<file path="src/inc/vmon_pkg.sv">
// Shared constants and carriers of the input-voltage limit monitor.
// Assumes one 125 MHz clock; bus pins are sampled, not clocked from.
package vmon_pkg;
  // --------------------------------------------------------------
  // Timing and voltage scaling
  // --------------------------------------------------------------
  localparam int CLK_MHZ = 125;
  localparam int HYST_MV = 250;
  localparam int LSB_UV = 76157;  // 19.42 V spread over 255 codes
  localparam int HYST_CODES = (HYST_MV * 1000 + LSB_UV - 1) / LSB_UV;
  localparam int TICK_US = 1000;
  localparam int STRAP_SETTLE = 3;
  // --------------------------------------------------------------
  // Command codes
  // --------------------------------------------------------------
  localparam logic [7:0] CMD_CLEAR_FAULTS = 8'h03;
  localparam logic [7:0] CMD_STORE_ADDR = 8'h15;
  localparam logic [7:0] CMD_OV_WARN = 8'h57;
  localparam logic [7:0] CMD_UV_WARN = 8'h58;
  localparam logic [7:0] CMD_UV_FAULT = 8'h59;
  localparam logic [7:0] CMD_STATUS_BYTE = 8'h78;
  localparam logic [7:0] CMD_STATUS_WORD = 8'h79;
  localparam logic [7:0] CMD_STATUS_OUT = 8'h7A;
  localparam logic [7:0] CMD_STATUS_INPUT = 8'h7C;
  localparam logic [7:0] CMD_MAKER_TWO = 8'h80;
  localparam logic [7:0] CMD_ALERT_MASK = 8'hDB;
  localparam logic [7:0] CMD_PIN_CONFIG = 8'hE1;
  localparam logic [7:0] CMD_EVENT_READ = 8'hF5;
  localparam logic [7:0] CMD_WRITE_UNLOCK = 8'hF8;
  localparam logic [7:0] CMD_EVENT_TIMER = 8'hFA;
  localparam logic [7:0] CMD_USER_ADDR = 8'hFB;
  // --------------------------------------------------------------
  // Reset values and fields
  // --------------------------------------------------------------
  localparam logic [7:0] OV_WARN_RST = 8'hA5;
  localparam logic [7:0] UV_WARN_RST = 8'h95;
  localparam logic [7:0] UV_FAULT_RST = 8'h8D;
  localparam logic [7:0] PIN_CFG_RST = 8'h03;
  localparam logic [7:0] UNLOCKED = 8'h00;
  localparam logic [6:0] DEFAULT_ADDR = 7'h40;
  localparam logic [1:0] PIN_OPEN = 2'h2;
  localparam int SB_SWITCH_OFF = 6;
  localparam int SB_UV_FAULT = 3;
  localparam int SB_CATCH_ALL = 0;
  localparam int SW_OUT = 7;
  localparam int SW_INPUT = 5;
  localparam int SW_PG_LOW = 3;
  localparam int SW_CATCH_ALL = 1;
  localparam int SI_OV_WARN = 6;
  localparam int SI_UV_WARN = 5;
  localparam int SI_UV_FAULT = 4;
  localparam int SO_UV_WARN = 5;
  localparam int MS2_PG_LOW = 4;
  localparam int MASK_OUT = 7;
  localparam int MASK_IN = 5;
  localparam int MASK_PG = 3;
  localparam int CFG_PG = 0;
  localparam int CFG_ALERT = 1;
  localparam logic [3:0] EV_UV_WARN = 4'h1;
  localparam logic [3:0] EV_OV_WARN = 4'h2;
  localparam logic [2:0] PTR_LAST = 3'h6;

  typedef struct packed {
    logic start;
    logic stop;
    logic rx_valid;
    logic [7:0] rx_byte;
    logic rd_go;
    logic tx_next;
  } smb_evt_s;
endpackage

</file>
<file path="src/smb_target.sv">
// Byte level target of the two-wire management bus.
// Assumes the bus clock is at most clk_i/8, high and low each >= 4 clocks.
`timescale 1ns/1ps
module smb_target
  import vmon_pkg::*;
(
  input wire logic clk_i,  // System clock
  input wire logic srst_i,  // Synchronous reset
  input wire logic scl_i,  // Bus clock pin
  input wire logic sda_i,  // Bus data pin level
  input wire logic [6:0] own_addr_i,  // Address to answer
  input wire logic [7:0] tx_byte_i,  // Next byte to return
  output logic sda_oe_o,  // Pull data low
  output smb_evt_s evt_o  // Bus events, one-cycle pulses
);
  typedef enum logic [2:0] {IDLE, ADDR, ACK_ADDR, RX, ACK_RX, TX, TX_ACK} phase_e;
  typedef struct packed {
    logic scl_m, scl_s, scl_d;
    logic sda_m, sda_s, sda_d;
    phase_e phase;
    logic [3:0] cnt;
    logic [7:0] sh;
    logic rw;
    logic oe;
    smb_evt_s evt;
  } tgt_s;
  localparam tgt_s TGT_RST = '{default: '0, scl_m: 1'b1, scl_s: 1'b1, scl_d: 1'b1,
                               sda_m: 1'b1, sda_s: 1'b1, sda_d: 1'b1, phase: IDLE};
  tgt_s s;
  tgt_s n;
  logic rise;
  logic fall;

  always_comb
  begin
    n = s;
    n.evt = '0;
    n.scl_m = scl_i;
    n.scl_s = s.scl_m;
    n.scl_d = s.scl_s;
    n.sda_m = sda_i;
    n.sda_s = s.sda_m;
    n.sda_d = s.sda_s;
    rise = s.scl_s & ~s.scl_d;
    fall = ~s.scl_s & s.scl_d;
    if (s.scl_s && s.scl_d && !s.sda_s && s.sda_d)
    begin
      n.phase = ADDR;
      n.cnt = 4'h0;
      n.oe = 1'b0;
      n.evt.start = 1'b1;
    end
    else if (s.scl_s && s.scl_d && s.sda_s && !s.sda_d)
    begin
      n.phase = IDLE;
      n.oe = 1'b0;
      n.evt.stop = 1'b1;
    end
    else
    begin
      unique case (s.phase)
        IDLE: ;
        ADDR, RX:
          if (rise && s.cnt != 4'h8)
          begin
            n.sh = {s.sh[6:0], s.sda_s};
            n.cnt = s.cnt + 4'h1;
          end
          else if (fall && s.cnt == 4'h8)
          begin
            if (s.phase == RX)
            begin
              n.oe = 1'b1;
              n.phase = ACK_RX;
              n.evt.rx_valid = 1'b1;
              n.evt.rx_byte = s.sh;
            end
            else if (s.sh[7:1] == own_addr_i)
            begin
              n.oe = 1'b1;
              n.rw = s.sh[0];
              n.phase = ACK_ADDR;
              n.evt.rd_go = s.sh[0];
            end
            else
              n.phase = IDLE;
          end
        ACK_ADDR, ACK_RX:
          if (fall)
          begin
            n.cnt = 4'h0;
            if (s.phase == ACK_ADDR && s.rw)
            begin
              n.sh = tx_byte_i;
              n.oe = ~tx_byte_i[7];
              n.phase = TX;
            end
            else
            begin
              n.oe = 1'b0;
              n.phase = RX;
            end
          end
        TX:
          if (rise && s.cnt != 4'h8)
            n.cnt = s.cnt + 4'h1;
          else if (fall && s.cnt == 4'h8)
          begin
            n.oe = 1'b0;
            n.phase = TX_ACK;
          end
          else if (fall)
            n.oe = ~s.sh[3'h7 - s.cnt[2:0]];
        TX_ACK:
          if (rise && s.sda_s)
            n.phase = IDLE;
          else if (rise)
            n.evt.tx_next = 1'b1;
          else if (fall)
          begin
            n.sh = tx_byte_i;
            n.oe = ~tx_byte_i[7];
            n.cnt = 4'h0;
            n.phase = TX;
          end
      endcase
    end
  end

  always_ff @(posedge clk_i)
  begin
    if (srst_i)
      s <= TGT_RST;
    else
      s <= n;
  end

  assign sda_oe_o = s.oe;
  assign evt_o = s.evt;
endmodule

</file>
<file path="src/input_voltage_limit_monitor.sv">
// Input-voltage limit monitor: limits, sticky flags, event record, bus.
// Assumes samples arrive on clk_i; bus and strap pins come from outside.
`timescale 1ns/1ps
module input_voltage_limit_monitor
  import vmon_pkg::*;
#(
  parameter int TICK_CYCLES = TICK_US * CLK_MHZ  // Record tick period
)
(
  input wire logic clk_i,  // 125 MHz clock
  input wire logic srst_i,  // Synchronous reset
  input wire logic scl_i,  // Bus clock pin
  input wire logic sda_i,  // Bus data pin level
  output logic sda_o,  // Data drive level, always low
  output logic sda_oe_o,  // Data pin pulled low
  input wire logic [1:0] addr_select_pin_0_i,  // Strap state, pin 0
  input wire logic [1:0] addr_select_pin_1_i,  // Strap state, pin 1
  input wire logic [6:0] nvm_addr_i,  // Saved user address
  output logic nvm_store_o,  // Save user address pulse
  output logic [6:0] nvm_addr_o,  // User address to save
  input wire logic [7:0] vin_sample_i,  // Input-voltage sample
  input wire logic vin_sample_valid_i,  // Sample strobe
  input wire logic record_reset_i,  // Enable, off-on or retry pulse
  output logic switch_on_o,  // Output switch enable
  output logic power_good_out_o,  // Power-good pin level
  output logic alert_out_n_o  // Alert, active low
);
  localparam int TICK_W = $clog2(TICK_CYCLES);
  localparam logic [TICK_W-1:0] TICK_LAST = TICK_W'(TICK_CYCLES - 1);
  localparam logic [8:0] HYST = 9'(HYST_CODES);

  if (TICK_CYCLES < 2)
  begin : g_check
    $error("TICK_CYCLES must be at least 2");
  end

  typedef struct packed {
    logic [10:0] strap_meta;
    logic [10:0] strap_sync;
    logic [1:0] settle;
    logic strap_done;
    logic both_open;
    logic [6:0] strap_addr;
    logic [6:0] user_addr;
    logic [7:0] ov_warn_lim;
    logic [7:0] uv_warn_lim;
    logic [7:0] uv_fault_lim;
    logic [7:0] alert_mask;
    logic [7:0] pin_cfg;
    logic [7:0] write_lock;
    logic [2:0] idx;
    logic reading;
    logic [2:0] tidx;
    logic [7:0] cmd;
    logic [7:0] d0;
    logic [7:0] d1;
    logic [7:0] tx_byte;
    logic cond_uvw;
    logic cond_ovw;
    logic fault_live;
    logic flag_uvw;
    logic flag_ovw;
    logic flag_uvf;
    logic [6:0] slot_used;
    logic [6:0][7:0] slot;
    logic [2:0] ptr;
    logic expired;
    logic [3:0] tick;
    logic [TICK_W-1:0] div;
    logic switch_on;
    logic pg;
    logic alert_n;
    logic nvm_store;
  } mon_s;

  localparam mon_s MON_RST = '{default: '0, strap_addr: DEFAULT_ADDR,
                               ov_warn_lim: OV_WARN_RST, uv_warn_lim: UV_WARN_RST,
                               uv_fault_lim: UV_FAULT_RST, pin_cfg: PIN_CFG_RST,
                               write_lock: UNLOCKED, switch_on: 1'b1, pg: 1'b1,
                               alert_n: 1'b1};
  mon_s s;
  mon_s n;
  smb_evt_s evt;
  logic [6:0] own_addr;
  logic do_clear;
  logic unlocked;
  logic log_ev;
  logic [3:0] ev_id;
  logic any_flag;
  logic [7:0] st_byte;
  logic [7:0] st_hi;
  logic [7:0] st_in;
  logic [15:0] rd_word;

  // --------------------------------------------------------------
  // Bus target
  // --------------------------------------------------------------
  assign own_addr = s.both_open ? s.user_addr : s.strap_addr;

  smb_target u_target (
    .clk_i(clk_i),
    .srst_i(srst_i),
    .scl_i(scl_i),
    .sda_i(sda_i),
    .own_addr_i(own_addr),
    .tx_byte_i(s.tx_byte),
    .sda_oe_o(sda_oe_o),
    .evt_o(evt)
  );

  always_comb
  begin
    n = s;
    n.nvm_store = 1'b0;
    do_clear = 1'b0;
    unlocked = (s.write_lock == UNLOCKED);
    // ------------------------------------------------------------
    // Straps, caught once after the synchronisers have settled
    // ------------------------------------------------------------
    n.strap_meta = {nvm_addr_i, addr_select_pin_1_i, addr_select_pin_0_i};
    n.strap_sync = s.strap_meta;
    if (!s.strap_done)
    begin
      n.settle = s.settle + 2'h1;
      if (s.settle == 2'(STRAP_SETTLE))
      begin
        n.strap_done = 1'b1;
        n.user_addr = s.strap_sync[10:4];
        n.both_open = (s.strap_sync[3:2] == PIN_OPEN) && (s.strap_sync[1:0] == PIN_OPEN);
        n.strap_addr = DEFAULT_ADDR | {3'h0, s.strap_sync[3:0]};
      end
    end
    // ------------------------------------------------------------
    // Command framing
    // ------------------------------------------------------------
    if (evt.start)
    begin
      n.idx = 3'h0;
      n.reading = 1'b0;
    end
    if (evt.rx_valid)
    begin
      if (s.idx == 3'h0)
        n.cmd = evt.rx_byte;
      else if (s.idx == 3'h1)
        n.d0 = evt.rx_byte;
      else
        n.d1 = evt.rx_byte;
      if (s.idx != 3'h4)
        n.idx = s.idx + 3'h1;
    end
    if (evt.rd_go)
    begin
      n.reading = 1'b1;
      n.tidx = 3'h0;
    end
    if (evt.tx_next && s.tidx != 3'h7)
      n.tidx = s.tidx + 3'h1;
    // Writes take effect at stop so a truncated frame changes nothing
    if (evt.stop && !s.reading)
    begin
      case (s.idx)
        3'h1:
          if (s.cmd == CMD_CLEAR_FAULTS)
            do_clear = 1'b1;
          else if (s.cmd == CMD_STORE_ADDR)
            n.nvm_store = 1'b1;
        3'h2:
          if (s.cmd == CMD_USER_ADDR && unlocked)
            n.user_addr = s.d0[6:0];
          else if (s.cmd == CMD_ALERT_MASK)
            n.alert_mask = s.d0;
          else if (s.cmd == CMD_PIN_CONFIG)
            n.pin_cfg = s.d0;
          else if (s.cmd == CMD_WRITE_UNLOCK)
            n.write_lock = s.d0;
        3'h3:
          // High byte above the range is refused
          if (unlocked && s.d1 == 8'h00)
          begin
            if (s.cmd == CMD_OV_WARN)
              n.ov_warn_lim = s.d0;
            else if (s.cmd == CMD_UV_WARN)
              n.uv_warn_lim = s.d0;
            else if (s.cmd == CMD_UV_FAULT)
              n.uv_fault_lim = s.d0;
          end
        default: ;
      endcase
    end
    // ------------------------------------------------------------
    // Limit checks
    // ------------------------------------------------------------
    if (vin_sample_valid_i)
    begin
      n.cond_uvw = vin_sample_i < s.uv_warn_lim;
      n.cond_ovw = vin_sample_i > s.ov_warn_lim;
      if (!s.fault_live)
        n.fault_live = vin_sample_i < s.uv_fault_lim;
      else
        n.fault_live = {1'b0, vin_sample_i} <= {1'b0, s.uv_fault_lim} + HYST;
    end
    // A live condition holds its flag through a clear
    n.flag_uvw = n.cond_uvw | (s.flag_uvw & ~do_clear);
    n.flag_ovw = n.cond_ovw | (s.flag_ovw & ~do_clear);
    n.flag_uvf = n.fault_live | (s.flag_uvf & ~do_clear);
    n.switch_on = ~n.fault_live;
    n.pg = n.pin_cfg[CFG_PG] & ~n.fault_live;
    n.alert_n = ~(n.pin_cfg[CFG_ALERT]
                  & (((n.flag_uvw | n.flag_ovw) & ~n.alert_mask[MASK_IN])
                     | (n.flag_uvf & ~(n.alert_mask[MASK_IN] & n.alert_mask[MASK_PG]
                                       & n.alert_mask[MASK_OUT]))));
    // ------------------------------------------------------------
    // Event record
    // ------------------------------------------------------------
    // Both warnings in one sample only happen with crossed limits
    log_ev = (n.cond_uvw & ~s.cond_uvw) | (n.cond_ovw & ~s.cond_ovw);
    ev_id = (n.cond_uvw & ~s.cond_uvw) ? EV_UV_WARN : EV_OV_WARN;
    if (s.div == TICK_LAST)
    begin
      n.div = '0;
      n.tick = s.tick + 4'h1;
      if (s.tick == 4'hF)
        n.expired = 1'b1;
    end
    else
      n.div = s.div + TICK_W'(1);
    if (do_clear || record_reset_i)
    begin
      n.slot_used = '0;
      n.slot = '0;
      n.ptr = 3'h0;
      n.expired = 1'b0;
      n.tick = 4'h0;
      n.div = '0;
    end
    else if (log_ev)
    begin
      n.tick = 4'h0;
      n.expired = 1'b0;
      n.div = '0;
      if (!s.slot_used[s.ptr])
      begin
        n.slot[s.ptr] = {ev_id, s.tick};
        n.slot_used[s.ptr] = 1'b1;
        n.ptr = (s.ptr < PTR_LAST) ? s.ptr + 3'h1 : 3'h0;
      end
    end
    // ------------------------------------------------------------
    // Status and read data
    // ------------------------------------------------------------
    any_flag = s.flag_uvw | s.flag_ovw | s.flag_uvf;
    st_byte = 8'h00;
    st_byte[SB_SWITCH_OFF] = s.flag_uvf;
    st_byte[SB_UV_FAULT] = s.flag_uvf;
    st_byte[SB_CATCH_ALL] = any_flag;
    st_hi = 8'h00;
    st_hi[SW_OUT] = s.flag_uvf;
    st_hi[SW_INPUT] = any_flag;
    st_hi[SW_PG_LOW] = s.flag_uvf;
    st_hi[SW_CATCH_ALL] = s.flag_uvf;
    st_in = 8'h00;
    st_in[SI_OV_WARN] = s.flag_ovw;
    st_in[SI_UV_WARN] = s.flag_uvw;
    st_in[SI_UV_FAULT] = s.flag_uvf;
    rd_word = 16'hFFFF;
    case (s.cmd)
      CMD_OV_WARN: rd_word = {8'h00, s.ov_warn_lim};
      CMD_UV_WARN: rd_word = {8'h00, s.uv_warn_lim};
      CMD_UV_FAULT: rd_word = {8'h00, s.uv_fault_lim};
      CMD_STATUS_BYTE: rd_word[7:0] = st_byte;
      CMD_STATUS_WORD: rd_word = {st_hi, st_byte};
      CMD_STATUS_OUT: rd_word[7:0] = {2'h0, s.flag_uvf, 5'h00};
      CMD_STATUS_INPUT: rd_word[7:0] = st_in;
      CMD_MAKER_TWO: rd_word[7:0] = {3'h0, s.flag_uvf, 4'h0};
      CMD_ALERT_MASK: rd_word[7:0] = s.alert_mask;
      CMD_PIN_CONFIG: rd_word[7:0] = s.pin_cfg;
      CMD_WRITE_UNLOCK: rd_word[7:0] = s.write_lock;
      CMD_EVENT_TIMER: rd_word[7:0] = {s.ptr, s.expired, s.tick};
      CMD_USER_ADDR: rd_word[7:0] = {1'b0, s.user_addr};
      default: ;
    endcase
    if (s.cmd == CMD_EVENT_READ)
      n.tx_byte = (s.tidx == 3'h7) ? 8'hFF : s.slot[s.tidx];
    else if (s.tidx == 3'h0)
      n.tx_byte = rd_word[7:0];
    else if (s.tidx == 3'h1)
      n.tx_byte = rd_word[15:8];
    else
      n.tx_byte = 8'hFF;
  end

  always_ff @(posedge clk_i)
  begin
    if (srst_i)
      s <= MON_RST;
    else
      s <= n;
  end

  assign sda_o = 1'b0;
  assign nvm_store_o = s.nvm_store;
  assign nvm_addr_o = s.user_addr;
  assign switch_on_o = s.switch_on;
  assign power_good_out_o = s.pg;
  assign alert_out_n_o = s.alert_n;
endmodule

</file>
<file path="config.mk">
export PLATFORM = sky130hd
export DESIGN_NAME = input_voltage_limit_monitor
export DESIGN_NICKNAME = d
export VERILOG_FILES = /design/src/inc/vmon_pkg.sv /design/src/smb_target.sv /design/src/input_voltage_limit_monitor.sv
export SDC_FILE = /design/constraint.sdc
export NUM_CORES = 1
export LEC_CHECK = 0
export ABC_AREA = 1
export CAP_MARGIN = 10
export CORE_MARGIN = 2
export CORE_UTILIZATION = 50
export DETAILED_ROUTE_END_ITERATION = 7
export DONT_BUFFER_PORTS = 1
export PLACE_DENSITY_LB_ADDON = 0.15
export RECOVER_POWER = 50
export SETUP_SLACK_MARGIN = 0.02
export SYNTH_ARGS = -nofsm -noshare
export SYNTH_HDL_FRONTEND = slang
export SYNTH_SLANG_ARGS = --single-unit
</file>
<file path="constraint.sdc">
create_clock -name clk_i -period 3.5 [get_ports clk_i]
set_input_delay 0.175 -clock clk_i [delete_from_list [all_inputs] [get_ports clk_i]]
set_output_delay 0.175 -clock clk_i [all_outputs]
set_load 0.02 [all_outputs]
</file>
==> results.py, run 1 <==
metrics = {
    "timing": {
        "final.min_clock_period_ps": 2707,
        "final-hold-violation-count": 0,
        "rsz0062_at_grt": "no",
        "tightest_slew_ps": 1013,
        "timing.slew.headroom_pct": 32.23,
        "fmax_ghz": 0.3694,
        "fin_crit_sh_pct": 77.34,
        "setup-violations-final": 0,
        "slew_violations": 0,
        "clock_skew_ps": 13.03,
        "fin_tns_setup_ps": 0,
    },
    "worst_setup_path": {
        "cp.buffers_inverters": 2,
        "worstPathCellList": "inv_1 -> ha_1 -> a21o_1 -> nor2_1 -> nand2_1 -> nand3_1 -> nand2_1 -> inv_1 -> nand3_1 -> nor3_1",
        "worstSetupPathType": "reg -> reg",
        "critPathMaxStageDelay_ps": 520,
        "cp_slowest_cell": "nand3_1",
        "path_delay_family": "simple AND/OR/NAND/NOR gates",
        "cp.required_ps": 3930,
        "critPathArrivalTime_ps": 3140,
        "path_max_fanout": 17,
        "crit_path_end_kind": "flip-flop",
        "startpoint_type": "flip-flop",
    },
    "hold_path": {
        "hold_path.class": "in -> reg",
    },
    "detailed_routing": {
        "m1WireLength_mm": 14.81,
        "drt-total-wl_mm": 32.04,
        "drt_iter0_drc": 957,
        "wl_per_cell_um": 15.49,
        "remaining_drc_errors": 0,
        "ant_nets": 0,
        "num_vias": 10720,
        "vias_per_cell": 5.182,
        "drtPass1Iterations": 5,
        "routed-wl-met2_mm": 14.11,
        "dr_wl_met3_mm": 2.021,
        "highest_layer": "met4",
    },
    "global_route": {
        "grt_max_degree": 63,
        "overflow": 0,
        "grt_usage_pct": 26.10,
        "grt_pass1_wl_mm": 52.10,
        "antenna_found_initial": 0,
        "grt_pass1_vias": 10090,
    },
    "placed_design": {
        "place_hpwl_mm": 23.04,
        "dp_cells": 2001,
        "port-buffer-count": 0,
        "placed_cell_area_um2": 12080,
        "place_congestion": 0.9525,
    },
    "power": {
        "p_per_area_nw_per_um2": 522.1,
        "vdd.ir_drop.worst_v": 0.0004365,
        "leakagePower_nw": 5.857,
    },
    "job": {
        "maxCapViolCount": 0,
    },
    "clock_tree": {
        "cts_buffers": 27,
        "cts_resized": 0,
        "cts_buffer_depth": 3,
        "path_clk_slew_ps": 60,
        "htreeDepth": 1,
        "cts.sinks": 244,
        "postCtsSetupRepairBufs": 0,
        "tritoncts": "yes",
        "clk_root_buffer_cell": "clkbuf_16",
        "clock_latency_ps": 540,
    },
    "synthesis": {
        "synth_area_um2": 11960,
        "synth_warnings": 0,
        "seq_area_frac_synth_pct": 40.83,
        "ys_types": 43,
        "syn_inst": 1740,
        "synth_seq_cells": 244,
        "syn_nets": 1810,
        "syn_area_per_cell_um2": 6.875,
    },
    "final_layout": {
        "drive_gt1_share_pct": 5.203,
        "diodes": 0,
        "finish.utilization_pct": 55.82,
        "layout.cells.non_filler": 2068,
        "n_fill_cell": 2278,
        "layout_commonest_cell": "nand2_1",
        "area_growth_pct": 9.529,
        "final_cell_area_um2": 13100,
        "layout_common_cells": "nand2_1 (352), nor2_1 (284), dfxtp_1 (244)",
        "finalNetCount": 1798,
    },
    "floorplanning": {
        "boundaryPins": 38,
        "die_w_um": 158.7,
        "core_area_um2": 23470,
        "dieArea_um2": 25180,
        "fp.dieH_um": 158.7,
        "fp-row-count": 56,
        "initial_core_util_pct": 50.96,
    },
    "status": {
        "run_status": "completed",
    },
}
## kinds of logic after synthesis
group,after synthesis,synth area share [%]
buffers and inverters,320,10.86
DFF,244,40.83
xor gates and xnor gates,16,1.171
AOI/OAI and AO/OA,316,14.55
other,1,0.03135
adders and majority gates,45,4.707
and+or+nand+nor,798,27.85
## final timing paths
path | startpoint | to | cells after the start | slack (ps)
max | s[184]$_SDFFE_PP1P_ | s[16]$_SDFF_PP0_ | 10 | 790
min | vin_sample_i[7] | s[97]$_SDFF_PP0_ | 6 | 110
max reg2reg | s[184]$_SDFFE_PP1P_ | s[16]$_SDFF_PP0_ | 10 | 790
min reg2reg | n[211]$_SDFF_PP0_ | s[211]$_SDFF_PP0_ | 2 | 400
## tightest hold or removal path, delay by kind of cell
kind	cells	cell delay [ps]
AO/OA/AOI/OAI	3	160
adder cells (fa/ha/maj)	1	120
AND/OR/NAND/NOR	2	140
## repair_timing
| action | CTS | global route |
|---|---|---|
| hold buffers | 17 | 0 |
| endpoints found under the setup margin | 0 | 0 |
| endpoints found under the hold margin | 75 | 0 |
## cells in the mapped netlist
master | n | share of area, %
dfxtp_1 | 244 | 41
xnor2_1 | 2 | 0.15
nor3_2 | 3 | 0.25
nor2_2 | 7 | 0.37
buf_2 | 18 | 0.75
inv_2 | 13 | 0.41
nand2_2 | 10 | 0.52
nor4_1 | 7 | 0.37
nor3b_1 | 1 | 0.063
and3_1 | 1 | 0.052
buf_6 | 5 | 0.47
nand3_1 | 88 | 3.7
xor2_1 | 14 | 1.0
nand3b_1 | 1 | 0.063
nand4_1 | 17 | 0.89
o211ai_1 | 24 | 1.5
or2_2 | 6 | 0.31
nor2_1 | 281 | 8.8
nand3_2 | 2 | 0.17
ha_1 | 45 | 4.7
a21oi_4 | 1 | 0.14
a211oi_1 | 16 | 1.0
clkbuf_1 | 29 | 0.91
buf_4 | 10 | 0.63
conb_1 | 1 | 0.031
nand2_1 | 349 | 11
a31oi_1 | 1 | 0.052
a21oi_2 | 3 | 0.22
o21a_1 | 5 | 0.31
a21o_1 | 1 | 0.063
nand2b_1 | 1 | 0.052
a21oi_1 | 117 | 4.9
o22ai_1 | 5 | 0.26
inv_1 | 238 | 7.5
buf_1 | 4 | 0.13
nor2_4 | 3 | 0.28
o21ai_1 | 5 | 0.21
nor3_1 | 20 | 0.84
a21boi_0 | 1 | 0.063
o21ai_0 | 134 | 5.6
clkinv_1 | 3 | 0.094
o21ai_2 | 3 | 0.22
nand4_4 | 1 | 0.18
## per-stage QoR
step	hold slack (ps)	total power, W	worst slack [ps]
floorplan	278.8	0.003896	1600
global placement	261.9	0.004073	891.2
detailed placement	267.1	0.004089	828.6
CTS	103.7	0.006895	803.1
global route	148.4	0.007179	525.4
finish	111.6	0.006841	793.1
## layout make-up
class                           instances  area (µm²)  share of cell area [%]
Clock buffer                           42       772.0                   5.892
Timing Repair Buffer                   25       240.2                   1.833
Tap cell                              319       399.1                   3.046
Sequential cell                       244        4885                   37.28
Multi-Input combinational cell       1176        5757                   43.94
Clock inverter                          8       96.34                  0.7353
Inverter                              254       953.4                   7.277
## routing by layer
| layer | vias up | GRT usage, % |
|---|---|---|
| met2 | 324 | 42.65 |
| met5 | - | 0 |
| met3 | 66 | 3.783 |
| met4 | 0 | 8.366 |
| li1 | 5506 | - |
| met1 | 4820 | 35.53 |
## registers in the layout, summed over array words and instances (netlist names)
register	cells
s	186
u_target.s	18
u_target.evt_o	13
n	11
nvm_addr_o	7
u_target.n	4
alert_out_n_o	1
nvm_store_o	1
power_good_out_o	1
switch_on_o	1
u_target.sda_oe_o	1
## power by group
part           total (W)  internal, W  switching, W
registers        0.00303      0.00291      0.000120
logic            0.00103     0.000325      0.000700
clock network    0.00279      0.00166       0.00113
total            0.00684      0.00489       0.00195
Power figures use the tool's default switching activity.
==> run 2, diff against run 1 <==
Clock period 3.5 ns to 2.34 ns, I/O delays scaled along.
==> results.py, run 2 (synthesis results as in run 1) <==
metrics = {
    "power": {
        "internal_power_w": 0.007472,
        "clkPwrFrac_pct": 41.8,
        "p_per_area_nw_per_um2": 778.7,
        "p_total_w": 0.01047,
        "p_comb_share_pct": 15.1,
        "p_sw_share_pct": 28.61,
        "p_switching_w": 0.002995,
        "vdd.ir_drop.worst_v": 0.0006412,
        "leakagePower_nw": 6.023,
        "p_seq_share_pct": 43.2,
    },
    "final_layout": {
        "area_growth_pct": 12.36,
        "layout_commonest_cell": "nand2_1",
        "finalNetCount": 1836,
        "n_fill_cell": 2305,
        "layout_common_cells": "nand2_1 (350), nor2_1 (283), dfxtp_1 (244)",
        "drive_gt1_share_pct": 6.995,
        "seqCellArea_um2": 4885,
        "diodes": 0,
        "multi_input_area_um2": 5778,
        "largest_reg_flops": 186,
        "final_cell_area_um2": 13440,
        "top_register": "s",
    },
    "worst_setup_path": {
        "path_delay_family": "simple AND/OR/NAND/NOR gates",
        "startpoint_type": "flip-flop",
        "cp_slowest_cell": "nor2_2",
        "critPathMaxStageDelay_ps": 430,
        "cp.buffers_inverters": 1,
        "worstPathCellList": "inv_1 -> nand2_1 -> nor2_2 -> nand2_1 -> nand2_1 -> nor2_1 -> nand3_1 -> nand3_1 -> nand2_1 -> a21oi_1",
        "path_max_fanout": 9,
        "worstSetupPathType": "reg -> reg",
        "cpMostUsedCell": "nand2_1",
        "critPathArrivalTime_ps": 2540,
        "cp.required_ps": 2760,
        "crit_path_end_kind": "flip-flop",
    },
    "floorplanning": {
        "fp-row-count": 56,
        "die_w_um": 158.7,
        "boundaryPins": 38,
        "dieArea_um2": 25180,
        "core_area_um2": 23470,
        "fp.dieH_um": 158.7,
        "initial_core_util_pct": 50.96,
    },
    "timing": {
        "rsz0062_at_grt": "no",
        "setup-violations-final": 0,
        "fmax_ghz": 0.4700,
        "final.min_clock_period_ps": 2128,
        "fin_tns_setup_ps": 0,
        "fin_crit_sh_pct": 90.93,
        "slew_violations": 0,
        "clock_skew_ps": 11.31,
        "timing.slew.headroom_pct": 50.54,
        "final-hold-violation-count": 0,
        "tightest_slew_ps": 741.0,
    },
    "detailed_routing": {
        "drt-total-wl_mm": 32.22,
        "drtPass1Iterations": 5,
        "vias_per_cell": 5.143,
        "ant_nets": 0,
        "num_vias": 10830,
        "remaining_drc_errors": 0,
        "wl_per_cell_um": 15.30,
        "drt_iter0_drc": 803,
    },
    "clock_tree": {
        "clk_root_buffer_cell": "clkbuf_16",
        "path_clk_slew_ps": 60,
        "tritoncts": "yes",
        "cts_buffers": 27,
        "htreeDepth": 1,
        "cts_buffer_depth": 3,
        "cts.sinks": 244,
        "clock_latency_ps": 540,
    },
    "placed_design": {
        "place_hpwl_mm": 23.61,
        "place_congestion": 0.9484,
        "port-buffer-count": 0,
        "placed_cell_area_um2": 12400,
    },
    "global_route": {
        "antenna_found_initial": 0,
        "overflow": 0,
        "grt_pass1_wl_mm": 51.03,
        "grt_max_degree": 65,
        "grt_usage_pct": 25.77,
        "grt_pass1_vias": 9889,
    },
    "status": {
        "run_status": "completed",
    },
    "hold_path": {
        "hold_path.class": "in -> reg",
    },
    "job": {
        "maxCapViolCount": 0,
    },
}
==> run 2: worst paths after layout <==
path	startpoint	end	slack, ps	depth (start not counted)
setup / recovery	s[124]$_SDFFE_PP0P_	s[103]$_SDFF_PP0_	210	10
hold / removal	vin_sample_i[7]	s[97]$_SDFF_PP0_	70	6
setup reg to reg	s[124]$_SDFFE_PP0P_	s[103]$_SDFF_PP0_	210	10
hold reg to reg	n[205]$_SDFF_PP0_	s[205]$_SDFF_PP0_	400	2
==> run 2: metal layers <==
layer | share of wire [%] | global-route usage (%)
met1 | 46 | 34.63
met2 | 46 | 43.76
met3 | 5.3 | 3.674
met4 | 2.2 | 6.092
met5 | 0 | 0
==> run 2: area by class of cell <==
| class | count | area share, % |
|---|---|---|
| Inverter | 254 | 7.093 |
| Clock buffer | 35 | 5.622 |
| Sequential cell | 244 | 36.34 |
| Multi-Input combinational cell | 1176 | 42.99 |
| Clock inverter | 15 | 1.238 |
| Timing Repair Buffer | 63 | 3.751 |
| Tap cell | 319 | 2.969 |
==> run 2: what timing repair did <==
action,4_1_cts,5_1_grt
hold buffers,18,0
endpoints found under the hold margin,134,0
gates resized for setup,0,2
setup buffers,0,0
endpoints found under the setup margin,0,4
==> run 2: power by group through the flow <==
| stage | logic (W) | clock network [W] | registers (W) |
|---|---|---|---|
| 6_report | 0.00158 | 0.00437 | 0.00452 |
| 2_1_floorplan | 0.00127 | 0 | 0.00455 |
| 4_1_cts | 0.00159 | 0.00444 | 0.00452 |
| 3_5_place_dp | 0.00152 | 0 | 0.00461 |
| 3_3_place_gp | 0.00151 | 0 | 0.00461 |
| 5_1_grt | 0.00182 | 0.00462 | 0.00455 |
==> run 2: worst register-to-register path, delay by kind of cell, from the launching register on <==
family,cells,cell delay [ps]
simple gates,8,1440
flops,1,330
buf+inv,1,130
compound gates,1,100
==> run 2: through the flow <==
stage | instances | setup slack [ps] | hold slack (ps) | utilization, %
global placement | 2038 | 256.2 | 198.6 | 52.82
floorplan | 1740 | 440.1 | 220.8 | -
global route | 2106 | 15.29 | 126.6 | 57.27
CTS | 2106 | 170.5 | 47.08 | 57.59
detailed placement | 2038 | 175.6 | 200.6 | 52.82
finish | 2106 | 212.3 | 65.22 | 57.27
